===== src/rtl/mdfm_pkg.sv =====
// shared constants, register map and carrier types of the motor driver fault manager
`default_nettype none
package mdfm_pkg;
   // clock
   localparam int unsigned CLK_NS = 20;
   // apb register map
   localparam int unsigned AW = 12;
   localparam logic [11:0] CFG_OFF = 12'h000;
   localparam logic [11:0] CMD_OFF = 12'h004;
   localparam logic [11:0] STAT_OFF = 12'h008;
   localparam logic [11:0] ACT_OFF = 12'h00C;
   localparam logic [10:0] CFG_RST = 11'h004;
   localparam int unsigned CMD_CLR_BIT = 0;
   // overcurrent deglitch times, one per overcurrent_filter_time code
   localparam int unsigned FILT_W = 8;
   localparam int unsigned OC_FILT0_NS = 200;
   localparam int unsigned OC_FILT1_NS = 500;
   localparam int unsigned OC_FILT2_NS = 1000;
   localparam int unsigned OC_FILT3_NS = 2000;
   localparam logic [7:0] OC_FILT0_CYC = 8'((OC_FILT0_NS + CLK_NS - 1) / CLK_NS);
   localparam logic [7:0] OC_FILT1_CYC = 8'((OC_FILT1_NS + CLK_NS - 1) / CLK_NS);
   localparam logic [7:0] OC_FILT2_CYC = 8'((OC_FILT2_NS + CLK_NS - 1) / CLK_NS);
   localparam logic [7:0] OC_FILT3_CYC = 8'((OC_FILT3_NS + CLK_NS - 1) / CLK_NS);
   // retry interval, two choices
   localparam int unsigned RETRY_W = 20;
   localparam int unsigned RETRY_SHORT_US = 500;
   localparam int unsigned RETRY_LONG_US = 5000;
   localparam int unsigned RETRY_SHORT_CYC = (RETRY_SHORT_US * 1000 + CLK_NS - 1) / CLK_NS;
   localparam int unsigned RETRY_LONG_CYC = (RETRY_LONG_US * 1000 + CLK_NS - 1) / CLK_NS;
   // power stage
   localparam int unsigned FET_N = 6;
   typedef enum logic [1:0] {
      MDFM_OC_LATCH = 2'b00,
      MDFM_OC_RETRY = 2'b01,
      MDFM_OC_REPORT = 2'b10,
      MDFM_OC_OFF = 2'b11
   } mdfm_oc_mode_t;
   // configuration register fields, bit 0 last
   typedef struct packed {
      logic heat_warning_report_on;
      logic retry_interval;
      logic [1:0] overcurrent_filter_time;
      logic overcurrent_level_sel;
      mdfm_oc_mode_t overcurrent_response_sel;
      logic overvoltage_level_sel;
      logic overvoltage_guard_on;
      logic loop_limit_report_on;
      logic supply_current_cap_on;
   } mdfm_cfg_t;
   // status register fields, bit 0 last
   typedef struct packed {
      logic [5:0] fet_oc_flag;
      logic speed_loop_sat;
      logic current_loop_sat;
      logic bus_current_cap;
      logic control_loop_error_reg;
      logic overheat_shutdown_flag;
      logic overheat_flag;
      logic overcurrent_flag;
      logic overvoltage_flag;
      logic pump_low_flag;
      logic gate_stage_error_flag;
   } mdfm_stat_t;
   // detector outputs arriving from the analog side
   typedef struct packed {
      logic supply_uvlo;
      logic avdd_uv;
      logic buck_uv;
      logic pump_uv;
      logic vm_over_lo;
      logic vm_over_hi;
      logic bus_over;
      logic cur_loop_sat;
      logic spd_loop_sat;
      logic temp_warn;
      logic temp_shut;
   } mdfm_sense_t;
   // actions driven to the power stage
   typedef struct packed {
      logic retry_busy;
      logic logic_reset;
      logic buck_switch_off;
      logic speed_limit;
      logic pump_enable;
      logic fets_enable;
   } mdfm_act_t;
   localparam mdfm_act_t ACT_RST = 6'h0E;
endpackage
`default_nettype wire


===== src/rtl/mdfm_deglitch.sv =====
// two-stage synchroniser plus persistence filter for a comparator pair
`default_nettype none
module mdfm_deglitch (
   // clock and reset
   input wire logic clk,
   input wire logic arst_n,
   // raw comparators and choice
   input wire logic [1:0] raw,
   input wire logic sel,
   input wire logic [mdfm_pkg::FILT_W-1:0] limit,
   // filtered result
   output logic hit
);
   import mdfm_pkg::*;
   logic [1:0] meta_q;
   logic [1:0] sync_q;
   logic [FILT_W-1:0] cnt_q;
   logic level;

   always_ff @(posedge clk or negedge arst_n) begin
      if (!arst_n) begin
         meta_q <= 2'h0;
         sync_q <= 2'h0;
      end else begin
         meta_q <= raw;
         sync_q <= meta_q;
      end
   end

   assign level = sel ? sync_q[1] : sync_q[0];

   // counter saturates so a long fault never wraps to a clean reading
   always_ff @(posedge clk or negedge arst_n) begin
      if (!arst_n) begin
         cnt_q <= '0;
      end else if (!level) begin
         cnt_q <= '0;
      end else if (cnt_q != '1) begin
         cnt_q <= cnt_q + 1'b1;
      end
   end

   // must persist longer than the limit
   assign hit = level && (cnt_q > limit);
endmodule
`default_nettype wire


===== src/rtl/mdfm_retry_timer.sv =====
// one-shot retry interval timer
`default_nettype none
module mdfm_retry_timer (
   // clock and reset
   input wire logic clk,
   input wire logic arst_n,
   // control
   input wire logic flush,
   input wire logic start,
   input wire logic [mdfm_pkg::RETRY_W-1:0] length,
   // state
   output logic busy
);
   import mdfm_pkg::*;
   logic [RETRY_W-1:0] left_q;

   always_ff @(posedge clk or negedge arst_n) begin
      if (!arst_n) begin
         left_q <= '0;
      end else if (flush) begin
         left_q <= '0;
      end else if (start && left_q == '0) begin
         left_q <= length;
      end else if (left_q != '0) begin
         left_q <= left_q - 1'b1;
      end
   end

   assign busy = (left_q != '0);
endmodule
`default_nettype wire


===== src/rtl/mdfm_fault_manager.sv =====
// fault manager top: detector conditioning, fault responses and apb registers
//
// Implementation choices: the APB interface to the registers and the placing of the registers.
`default_nettype none
module mdfm_fault_manager #(
   parameter int unsigned RETRY_SHORT_CYC = mdfm_pkg::RETRY_SHORT_CYC,
   parameter int unsigned RETRY_LONG_CYC = mdfm_pkg::RETRY_LONG_CYC
) (
   // clock and reset
   input wire logic clk,
   input wire logic arst_n,
   // apb slave
   input wire logic psel,
   input wire logic penable,
   input wire logic pwrite,
   input wire logic [mdfm_pkg::AW-1:0] paddr,
   input wire logic [31:0] pwdata,
   output logic [31:0] prdata,
   output logic pready,
   output logic pslverr,
   // analog detectors, asynchronous
   input wire mdfm_pkg::mdfm_sense_t sense,
   input wire logic [mdfm_pkg::FET_N-1:0] fet_over_lo,
   input wire logic [mdfm_pkg::FET_N-1:0] fet_over_hi,
   input wire logic buck_hs_over,
   // responses
   output logic fault_out_low,
   output mdfm_pkg::mdfm_act_t drive_q
);
   import mdfm_pkg::*;

   localparam logic [RETRY_W-1:0] RETRY_SHORT = RETRY_W'(RETRY_SHORT_CYC);
   localparam logic [RETRY_W-1:0] RETRY_LONG = RETRY_W'(RETRY_LONG_CYC);

   // detector synchronisers
   mdfm_sense_t sense_meta_q;
   mdfm_sense_t sense_q;

   generate
      for (genvar i = 0; i < $bits(mdfm_sense_t); i++) begin : g_sync
         always_ff @(posedge clk or negedge arst_n) begin
            if (!arst_n) begin
               sense_meta_q[i] <= 1'b0;
               sense_q[i] <= 1'b0;
            end else begin
               sense_meta_q[i] <= sense[i];
               sense_q[i] <= sense_meta_q[i];
            end
         end
      end
   endgenerate

   // configuration and command state
   mdfm_cfg_t cfg_q;
   logic clr_q;
   mdfm_stat_t stat_q;
   mdfm_stat_t stat_d;
   logic oc_latch_q;
   logic oc_report_q;

   // supply loss or buck overcurrent resets config, status, latches, retry timer and pin, not the bus side
   logic buck_oc_hit;
   logic core_reset;
   logic buck_off;

   assign buck_off = sense_q.buck_uv || buck_oc_hit;
   assign core_reset = sense_q.supply_uvlo || sense_q.avdd_uv || buck_off;

   // overcurrent filtering
   logic [FILT_W-1:0] filt_limit;
   logic [FET_N-1:0] fet_hit;
   logic oc_any;

   always_comb begin
      unique case (cfg_q.overcurrent_filter_time)
         2'h0: filt_limit = OC_FILT0_CYC;
         2'h1: filt_limit = OC_FILT1_CYC;
         2'h2: filt_limit = OC_FILT2_CYC;
         2'h3: filt_limit = OC_FILT3_CYC;
      endcase
   end

   generate
      for (genvar f = 0; f < FET_N; f++) begin : g_fet
         mdfm_deglitch u_fet_filt (
            .clk(clk),
            .arst_n(arst_n),
            .raw({fet_over_hi[f], fet_over_lo[f]}),
            .sel(cfg_q.overcurrent_level_sel),
            .limit(filt_limit),
            .hit(fet_hit[f])
         );
      end
   endgenerate

   // buck high-side switch shares the overcurrent deglitch time
   mdfm_deglitch u_buck_filt (
      .clk(clk),
      .arst_n(arst_n),
      .raw({1'b0, buck_hs_over}),
      .sel(1'b0),
      .limit(filt_limit),
      .hit(buck_oc_hit)
   );

   // mode 11 hides every FET overcurrent event, not the buck switch one
   assign oc_any = (|fet_hit) && (cfg_q.overcurrent_response_sel != MDFM_OC_OFF);

   // one decode per response mode keeps the latches readable
   logic mode_latch;
   logic mode_retry;
   logic mode_report;

   assign mode_latch = (cfg_q.overcurrent_response_sel == MDFM_OC_LATCH);
   assign mode_retry = (cfg_q.overcurrent_response_sel == MDFM_OC_RETRY);
   assign mode_report = (cfg_q.overcurrent_response_sel == MDFM_OC_REPORT);

   // fault conditions
   logic ov_event;
   logic cap_event;
   logic sat_event;
   logic warn_event;
   logic retry_start;
   logic retry_busy;
   logic drv_block;
   logic report_any;
   logic [FET_N-1:0] fet_flag_d;

   assign ov_event = cfg_q.overvoltage_guard_on &&
      (cfg_q.overvoltage_level_sel ? sense_q.vm_over_hi : sense_q.vm_over_lo);
   assign cap_event = cfg_q.supply_current_cap_on && sense_q.bus_over;
   assign sat_event = cfg_q.loop_limit_report_on &&
      (sense_q.cur_loop_sat || sense_q.spd_loop_sat);
   assign warn_event = cfg_q.heat_warning_report_on && sense_q.temp_warn;

   // a new trip is only armed once the previous interval has run out
   assign retry_start = oc_any && mode_retry;

   // flushed on internal reset so no stale interval outlives it
   mdfm_retry_timer u_retry (
      .clk(clk),
      .arst_n(arst_n),
      .flush(core_reset),
      .start(retry_start),
      .length(cfg_q.retry_interval ? RETRY_LONG : RETRY_SHORT),
      .busy(retry_busy)
   );

   // latched shutdown, released by a clear once the current is normal
   always_ff @(posedge clk or negedge arst_n) begin
      if (!arst_n) begin
         oc_latch_q <= 1'b0;
      end else if (core_reset) begin
         oc_latch_q <= 1'b0;
      end else if (oc_any && mode_latch) begin
         oc_latch_q <= 1'b1;
      end else if (clr_q && !oc_any) begin
         oc_latch_q <= 1'b0;
      end
   end

   // report-only keeps driving; the controller must react itself
   always_ff @(posedge clk or negedge arst_n) begin
      if (!arst_n) begin
         oc_report_q <= 1'b0;
      end else if (core_reset) begin
         oc_report_q <= 1'b0;
      end else if (oc_any && mode_report) begin
         oc_report_q <= 1'b1;
      end else if (clr_q && !oc_any) begin
         oc_report_q <= 1'b0;
      end
   end

   // everything that stops the bridge except an internal reset
   assign drv_block = sense_q.pump_uv || ov_event || oc_latch_q || retry_busy ||
      sense_q.temp_shut;

   // every reason the pin is pulled low
   assign report_any = drv_block || oc_report_q || cap_event || sat_event ||
      warn_event;

   // per-FET sticky flags, a set in the clear cycle wins
   generate
      for (genvar f = 0; f < FET_N; f++) begin : g_fet_flag
         assign fet_flag_d[f] = (fet_hit[f] && oc_any) ||
            (stat_q.fet_oc_flag[f] && !clr_q);
      end
   endgenerate

   // status flags: a set in the clear cycle always wins
   always_comb begin
      stat_d = stat_q;
      stat_d.gate_stage_error_flag = drv_block || oc_report_q;
      stat_d.pump_low_flag = sense_q.pump_uv ||
         (stat_q.pump_low_flag && !clr_q);
      stat_d.overvoltage_flag = ov_event ||
         (stat_q.overvoltage_flag && !clr_q);
      stat_d.overcurrent_flag = oc_any ||
         (stat_q.overcurrent_flag && !clr_q);
      stat_d.fet_oc_flag = fet_flag_d;
      stat_d.overheat_flag = warn_event ||
         (stat_q.overheat_flag && !(clr_q && !sense_q.temp_warn));
      stat_d.overheat_shutdown_flag = sense_q.temp_shut ||
         (stat_q.overheat_shutdown_flag && !clr_q);
      stat_d.bus_current_cap = cap_event;
      stat_d.current_loop_sat = cfg_q.loop_limit_report_on && sense_q.cur_loop_sat;
      stat_d.speed_loop_sat = cfg_q.loop_limit_report_on && sense_q.spd_loop_sat;
      stat_d.control_loop_error_reg = cap_event || sat_event;
   end

   always_ff @(posedge clk or negedge arst_n) begin
      if (!arst_n) begin
         stat_q <= '0;
      end else if (core_reset) begin
         stat_q <= '0;
      end else begin
         stat_q <= stat_d;
      end
   end

   // fault pin follows every active report
   always_ff @(posedge clk or negedge arst_n) begin
      if (!arst_n) begin
         fault_out_low <= 1'b1;
      end else if (core_reset) begin
         fault_out_low <= 1'b1;
      end else begin
         fault_out_low <= !report_any;
      end
   end

   // power stage actions
   // the pump only stops for overheat, supply loss or buck switch overcurrent, never for FET overcurrent
   always_ff @(posedge clk or negedge arst_n) begin
      if (!arst_n) begin
         drive_q <= ACT_RST;
      end else begin
         drive_q.fets_enable <= !core_reset && !drv_block;
         drive_q.pump_enable <= !core_reset && !sense_q.temp_shut;
         drive_q.speed_limit <= !core_reset && cap_event;
         drive_q.buck_switch_off <= buck_off;
         drive_q.logic_reset <= core_reset;
         drive_q.retry_busy <= retry_busy;
      end
   end

   // apb: one wait state so every answer comes from a flop
   logic acc;
   logic hit_cfg;
   logic hit_cmd;
   logic hit_stat;
   logic hit_act;
   logic mapped;
   logic [31:0] rd_d;

   assign acc = psel && penable && !pready;
   assign hit_cfg = (paddr == CFG_OFF);
   assign hit_cmd = (paddr == CMD_OFF);
   assign hit_stat = (paddr == STAT_OFF);
   assign hit_act = (paddr == ACT_OFF);
   assign mapped = hit_cfg || hit_cmd || hit_stat || hit_act;

   always_comb begin
      rd_d = 32'h0000_0000;
      if (hit_cfg) begin
         rd_d[$bits(mdfm_cfg_t)-1:0] = cfg_q;
      end else if (hit_stat) begin
         rd_d[$bits(mdfm_stat_t)-1:0] = stat_q;
      end else if (hit_act) begin
         rd_d[$bits(mdfm_act_t)-1:0] = drive_q;
      end
   end

   always_ff @(posedge clk or negedge arst_n) begin
      if (!arst_n) begin
         pready <= 1'b0;
      end else begin
         pready <= acc;
      end
   end

   // unmapped offsets answer with an error and no effect
   always_ff @(posedge clk or negedge arst_n) begin
      if (!arst_n) begin
         pslverr <= 1'b0;
      end else begin
         pslverr <= acc && !mapped;
      end
   end

   // read data stands only in the answer cycle, zero otherwise
   always_ff @(posedge clk or negedge arst_n) begin
      if (!arst_n) begin
         prdata <= 32'h0000_0000;
      end else begin
         prdata <= (acc && !pwrite) ? rd_d : 32'h0000_0000;
      end
   end

   // writes take effect on the edge that samples pready high
   always_ff @(posedge clk or negedge arst_n) begin
      if (!arst_n) begin
         cfg_q <= CFG_RST;
      end else if (core_reset) begin
         cfg_q <= CFG_RST;
      end else if (psel && penable && pready && pwrite && hit_cfg) begin
         cfg_q <= pwdata[$bits(mdfm_cfg_t)-1:0];
      end
   end

   // clear command is a one-cycle pulse
   // flags see it one edge after the write, so a set in that edge still wins
   always_ff @(posedge clk or negedge arst_n) begin
      if (!arst_n) begin
         clr_q <= 1'b0;
      end else begin
         clr_q <= psel && penable && pready && pwrite && hit_cmd &&
            pwdata[CMD_CLR_BIT];
      end
   end
endmodule
`default_nettype wire


===== config.mk =====
export PLATFORM = sky130hd
export DESIGN_NAME = mdfm_fault_manager
export DESIGN_NICKNAME = d
export VERILOG_FILES = /design/src/rtl/mdfm_pkg.sv /design/src/rtl/mdfm_deglitch.sv /design/src/rtl/mdfm_retry_timer.sv /design/src/rtl/mdfm_fault_manager.sv
export SDC_FILE = /design/constraint.sdc
export NUM_CORES = 1
export LEC_CHECK = 0
export BUFFER_PORTS_ARGS = -buffer_cell sky130_fd_sc_hd__buf_2
export CORE_UTILIZATION = 54
export CTS_BUF_LIST = sky130_fd_sc_hd__clkbuf_16
export CTS_CLUSTER_SIZE = 40
export DETAILED_ROUTE_END_ITERATION = 12
export PLACE_DENSITY = 0.81
export SLEW_MARGIN = 10
export SYNTH_ARGS = -nofsm -noshare
export SYNTH_HDL_FRONTEND = slang
export SYNTH_SLANG_ARGS = --single-unit

===== constraint.sdc =====
create_clock -name clk -period 3.5 [get_ports clk]
set_input_delay 0.35 -clock clk [delete_from_list [all_inputs] [get_ports clk]]
set_output_delay 0.35 -clock clk [all_outputs]
set_load 0.05 [all_outputs]

; Word level (Yosys, flattened, before mapping)
; Cells that the tools add are included.
[totals]
reg_bits = 179
in_bits = 73
output_inout_bits = 41
wordCells = 253
[classes]
add_sub_neg = 8
n_lt_le_gt_ge = 7
eq_ne = 23
mux = 41
n_reduce_logical = 97
[op_table]
columns = operator, count
row1 = 2-to-1 mux 8 bit, 14
row2 = 2-to-1 mux 20 bit, 3
row3 = adder 8 x 1 -> 8 bit (second input constant), 7
row4 = > comparator 8 bit, 7
row5 = != test 8 bit (second input constant), 7
row6 = logical AND 1 bit, 49
row7 = 2-to-1 mux 11 bit, 3
row8 = 2-to-1 mux 16 bit, 2
row9 = case mux 8 bit (4 select lines), 1
row10 = logical OR 1 bit, 27
row11 = == test 12 x 4 -> 1 bit (second input constant), 2
row12 = zero test 20 bit, 1
row13 = nonzero test 20 bit, 1
row14 = subtractor 20 x 1 -> 20 bit (second input constant), 1
row15 = 2-to-1 mux 18 bit, 1
row16 = != test 2 bit (second input constant), 8
row17 = 2-to-1 mux 1 bit, 13
row18 = == test 12 x 3 -> 1 bit (second input constant), 1
row19 = zero test 12 bit, 1
row20 = 2-to-1 mux 6 bit, 2
row21 = zero test 1 bit, 11
row22 = 2-to-1 mux 10 bit, 1
row23 = nonzero test 3 bit, 3
row24 = == test 2 bit (second input constant), 3
row25 = 5 further kinds, 7

; Longest topological paths before layout
[logic_depth]
word_depth = 12
depth_mapped = 12
ltp_nobuf = 12

; Modules after synthesis
; A second synthesis with hierarchy kept.
[unflattened]
hier_cells = 926
area_unflattened_um2 = 9579.2
[modules_own_cells]
columns = module, n_inst, cells_per_inst, area_per_inst_um2, seq_area_each_um2
row1 = mdfm_deglitch, 7, 75, 739.5, 300.3
row2 = mdfm_fault_manager, 1, 259, 3064.2, 1933.1
row3 = mdfm_retry_timer, 1, 142, 1338.8, 500.5

; Least setup slack after synthesis
; Ideal clock, no wire load.
[synth_timing]
kind = register to register
from = register cfg_q[7] (netlist name)
to = register u_retry.left_q[1]
setup_ns = 0.067
arrival_time_ns = 3.077
t_required_ns = 3.433
setup_slack_ns = 0.356
path_stages_with_launch = 12
path_buffers = 1
period_less_slack_ns = 3.144
path_cell_list = dfrtp_1 -> ha_1 -> inv_1 -> ha_1 -> a21oi_1 -> o21ai_1 -> maj3_2 -> a2111oi_1 -> o2111ai_1 -> o21ai_2 -> buf_4 -> a41o_1
[synth_via]
elab_chain_len = 10
word_cells_on_any_way = 28
classes_between = 7 x order compare / 3 x eq/ne / 3 x mux / 15 x reduce/logical
[synth_rtl]
columns = item, line
row1 = from (decl), mdfm_fault_manager.sv:54  ; mdfm_cfg_t cfg_q;
row2 = from (signal assigned), mdfm_fault_manager.sv:308  ; cfg_q <= pwdata[$bits(mdfm_cfg_t)-1:0];
row3 = "== test 2 bit, or another cell as far along", mdfm_fault_manager.sv:75  ; unique case (cfg_q.overcurrent_filter_time)
row4 = case mux 8 bit (4 select lines) (*), mdfm_fault_manager.sv:75
row5 = > comparator 8 bit, mdfm_deglitch.sv:44  ; assign hit = level && (cnt_q > limit);
row6 = logical AND 1 bit, mdfm_deglitch.sv:44
row7 = OR reduction 6 bit, mdfm_fault_manager.sv:107  ; assign oc_any = (|fet_hit) && (cfg_q.overcurrent_response_sel != MDFM_OC_OFF);
row8 = logical AND 1 bit, mdfm_fault_manager.sv:107
row9 = logical AND 1 bit, mdfm_fault_manager.sv:137  ; assign retry_start = oc_any && mode_retry;
row10 = logical AND 1 bit, mdfm_retry_timer.sv:22  ; end else if (start && left_q == '0) begin
row11 = 2-to-1 mux 20 bit, mdfm_retry_timer.sv:22
row12 = 2-to-1 mux 20 bit, mdfm_retry_timer.sv:20  ; end else if (flush) begin
row13 = to (signal assigned), mdfm_retry_timer.sv:23  ; left_q <= length;
row14 = to (signal assigned), mdfm_retry_timer.sv:25  ; left_q <= left_q - 1'b1;
row15 = to (decl), mdfm_retry_timer.sv:15  ; logic [RETRY_W-1:0] left_q;
; Every way passes the cells marked *; elsewhere a longest branch is shown, timed or not. The select of a mux whose other input is x is not followed.
; A chain may end at the register's enable or synchronous reset.

; Worst setup path in the final report
[layout_timing]
from = register cfg_q[8] (netlist name)
to = register u_retry.left_q[12]
; The elaborated chain is that of the path after synthesis.

==> results.py <==
metrics = {
    "route": {
        "drt-initial-drc-count": 477,
        "via_per_inst": 5.629,
        "routed.top_layer": "met4",
        "wl_per_cell_um": 15.94,
        "num_vias": 6456,
        "met3RoutedLength_um": 902,
        "drc": 0,
        "drt_wl_total_mm": 18.29,
        "ant_nets": 0,
        "dr.pass1.iters": 5,
        "wl_met2_mm": 8.943,
        "wl_met1_mm": 8.110,
    },
    "clock_network": {
        "clk_latency_ps": 440,
        "clkSinkCount": 179,
        "clock_tree.root_cell": "clkbuf_16",
        "htree_levels": 4,
        "clockBufferDepth": 2,
        "cts_buffers": 17,
        "cts_tree": "built",
        "clk_pin_slew_ps": 70,
    },
    "grt": {
        "grt_pass1_vias": 6172,
        "overflow": 0,
        "grt_usage_pct": 23.53,
        "antenna_found_initial": 0,
        "grt_pass1_wl_mm": 29.76,
        "grt_max_degree": 78,
    },
    "die": {
        "coreArea_sq_um": 15370,
        "start_util_pct": 56.06,
        "die-area_sq_um": 16470,
        "row_count": 45,
        "io_pins": 114,
        "fp.dieH_um": 128.3,
        "fp.dieW_um": 128.3,
    },
    "timing": {
        "tns_ps": 0,
        "fin_crit_ps": 3310,
        "max-slew-margin-rel_pct": 52.81,
        "skew_ps": 11.34,
        "worst_slack_ps": 190.0,
        "worstMarginPinSlew_ps": 707.8,
        "finalSetupViolCount": 0,
        "finalHoldViolCount": 0,
        "timing.fmax_mhz": 302.1,
        "final_max_slew_viol_count": 0,
        "finalCritPeriodShare_pct": 94.57,
    },
    "synth": {
        "yosys_most_used_dff": "dfrtp_1",
        "yosysSeqAreaShare_pct": 52.05,
        "yosysWarnings": 0,
        "yosys-top-cells-area": "dfrtp_1 51%, ha_1 7.3%, nor2_1 4.7%, xnor2_1 3.2%, mux2i_1 2.8%",
        "synth_top_area_share_pct": 50.53,
        "synth_seq_cells": 179,
        "synth_edf_count": 0,
        "yosys.area.top_type": "dfrtp_1",
        "syn_area_sq_um": 8617,
        "synth.distinct_cells": 66,
        "avgSynthCellArea_sq_um": 10.59,
        "async_flop_share_pct": 100.0,
        "syn_inst": 814,
    },
    "power": {
        "p_total_w": 0.004438,
        "leakagePower_nw": 4.676,
        "p_per_area_nw_per_um2": 441.1,
        "ir_drop_uv": 593.9,
    },
    "place": {
        "dp.cells": 1099,
        "io_buffers": 76,
        "dpl_worst_slack_ps": -97.28,
        "routabilityCongestion": 0.8534,
        "dp_hpwl_mm": 12.38,
    },
    "final_layout": {
        "antenna_cells": 0,
        "multi_input_area_sq_um": 3904,
        "utilization_pct": 65.46,
        "layout.nets": 1046,
        "drive_gt1_share_pct": 17.74,
        "fillCellCount": 1195,
        "register_area_sq_um": 4487,
        "instances_no_fill": 1147,
        "syn2layout_area_growth_pct": 16.77,
    },
    "critical_path": {
        "path_class": "reg2reg",
        "cpMaxStageDelayCell": "dfrtp_1",
        "crit_top_cell": "ha_1",
        "max_stage_delay_ps": 430,
        "crit_required_ps": 3810,
        "cp_cell_sequence": "ha_1 > clkinvlp_4 > buf_4 > ha_1 > a21oi_1 > o21ai_0 > o211ai_1 > a31oi_1 > nor4_4 > clkinv_1 > buf_12 > a2111oi_0",
        "cp_max_fo": 42,
        "critPathLaunchType": "flip-flop",
        "crit_family": "compound AO/OA/AOI/OAI gates",
        "endpoint_kind": "flip-flop",
        "cp.arrival_ps": 3620,
        "ff2ff_setup_slack_ps": 190,
        "critPathBufInv": 4,
    },
    "hold_path": {
        "hold_path.class": "in2reg",
    },
    "job": {
        "max-cap-violations": 0,
    },
    "run_status": {
        "status": "finished clean",
    },
}
## power breakdown
part           total (W)  leakage (nW)  internal [W]  switching, W
clock            0.00200         0.302       0.00114      0.000851
sequential       0.00216          2.35       0.00212     0.0000418
combinational   0.000279          2.03     0.0000967      0.000183
total            0.00444          4.68       0.00336       0.00108
## final cells by class
| cell class | count | area share (%) |
|---|---|---|
| clock buffers | 17 | 4.228 |
| clock inverters | 15 | 1.915 |
| inverters | 19 | 0.7461 |
| multi-input cells | 592 | 38.80 |
| flip-flops and latches | 179 | 44.59 |
| well taps | 211 | 2.624 |
| repair buffers | 114 | 7.100 |
## timing repair
action / CTS / global route
hold buffers: 1 / 11
gates cloned: 0 / 0
buffers inserted: 0 / 4
pin swaps: 0 / 1
setup endpoints to repair: 9 / 15
gates resized for setup: 1 / 5
hold endpoints to repair: 69 / 11
## flip-flops by register name (all words and copies together) (netlist names), 6 cells and up
name / flops
stat_q: 16
drive_q: 6
prdata: 16
cfg_q: 11
g_fet.u_fet_filt.meta_q: 12
u_buck_filt.cnt_q: 8
sense_q: 11
u_retry.left_q: 20
g_fet.u_fet_filt.sync_q: 12
g_fet.u_fet_filt.cnt_q: 48
sense_meta_q: 11
## layout by cell type, fill, tap and decap left out, types with 7 or more instances in the layout
master and n:
dfrtp_1 173, xnor2_1 31, a211oi_1 9, a22oi_1 9, nand3_1 27, a21oi_1 35, mux2i_1 24, ha_1 50
dlygate4sd3_1 12, or3_1 7, and4b_1 7, nand2b_1 16, nand4_1 15, nor2b_1 11, conb_1 16, buf_2 75
and3_1 17, xor2_1 18, nor2_1 107, buf_4 25, inv_1 16, clkbuf_16 17, nand2_1 49, nor3_1 37
o21ai_0 21, a31oi_1 8
## cells by family (layout without fill, tap and decap cells)
logic type / count (synthesis) / count (layout) / synth area share [%]
AO/OA/AOI/OAI: 129 / 129 / 10.11
XOR/XNOR: 49 / 49 / 4.980
adder cells (fa/ha/maj): 53 / 53 / 7.638
buffers and inverters: 58 / 165 / 3.499
flip-flops: 179 / 179 / 52.05
multiplexers: 25 / 25 / 2.919
other: 1 / 16 / 0.04352
AND/OR/NAND/NOR: 320 / 320 / 18.76
## path summary, 6_finish.rpt
check,from,endpoint,cells after the start
min in group asynchronous,arst_n,g_fet[1].u_fet_filt.meta_q[0],2
worst max-delay path,cfg_q[8],u_retry.left_q[12],12
worst min register to register,g_fet[3].u_fet_filt.meta_q[0],g_fet[3].u_fet_filt.sync_q[0],0
worst max register to register,cfg_q[8],u_retry.left_q[12],12
max in group asynchronous,arst_n,prdata[15],3
worst min-delay path,sense[10],sense_meta_q[10],1
## routing by layer
| metal | vias up | track usage (%) |
|---|---|---|
| met5 | - | 0 |
| li1 | 3080 | - |
| met1 | 3146 | 29.62 |
| met2 | 202 | 39.14 |
| met3 | 28 | 6.093 |
| met4 | 0 | 8.858 |
## worst register-to-register path, stage by stage (launching register included)
cell,delay [ps]
dfrtp_1,430
ha_1,270
clkinvlp_4,200
buf_4,190
ha_1,300
a21oi_1,150
o21ai_0,170
o211ai_1,230
a31oi_1,220
nor4_4,320
clkinv_1,170
buf_12,210
a2111oi_0,310
## cells in the mapped netlist, types with 11 or more instances
| library cell | instances |
|---|---|
| nor3_1 | 37 |
| o21ai_0 | 21 |
| ha_1 | 50 |
| nand4_1 | 15 |
| nand2_1 | 49 |
| clkbuf_1 | 14 |
| nand2b_1 | 16 |
| xor2_1 | 18 |
| a21oi_1 | 35 |
| inv_1 | 17 |
| dfrtp_1 | 174 |
| buf_4 | 21 |
| nor2_1 | 108 |
| mux2i_1 | 24 |
| nand3_1 | 27 |
| nor2b_1 | 11 |
| and3_1 | 17 |
| xnor2_1 | 31 |
## through the flow
stage          hold WS, ps  area [sq um]
2_1_floorplan        54.41          8673
3_5_place_dp         334.7          9271
3_3_place_gp         331.1          9271
4_1_cts             0.6058          9902
5_1_grt             0.2284         10060
6_report             13.20         10060
Note: power is estimated with default switching activity, not from simulation.
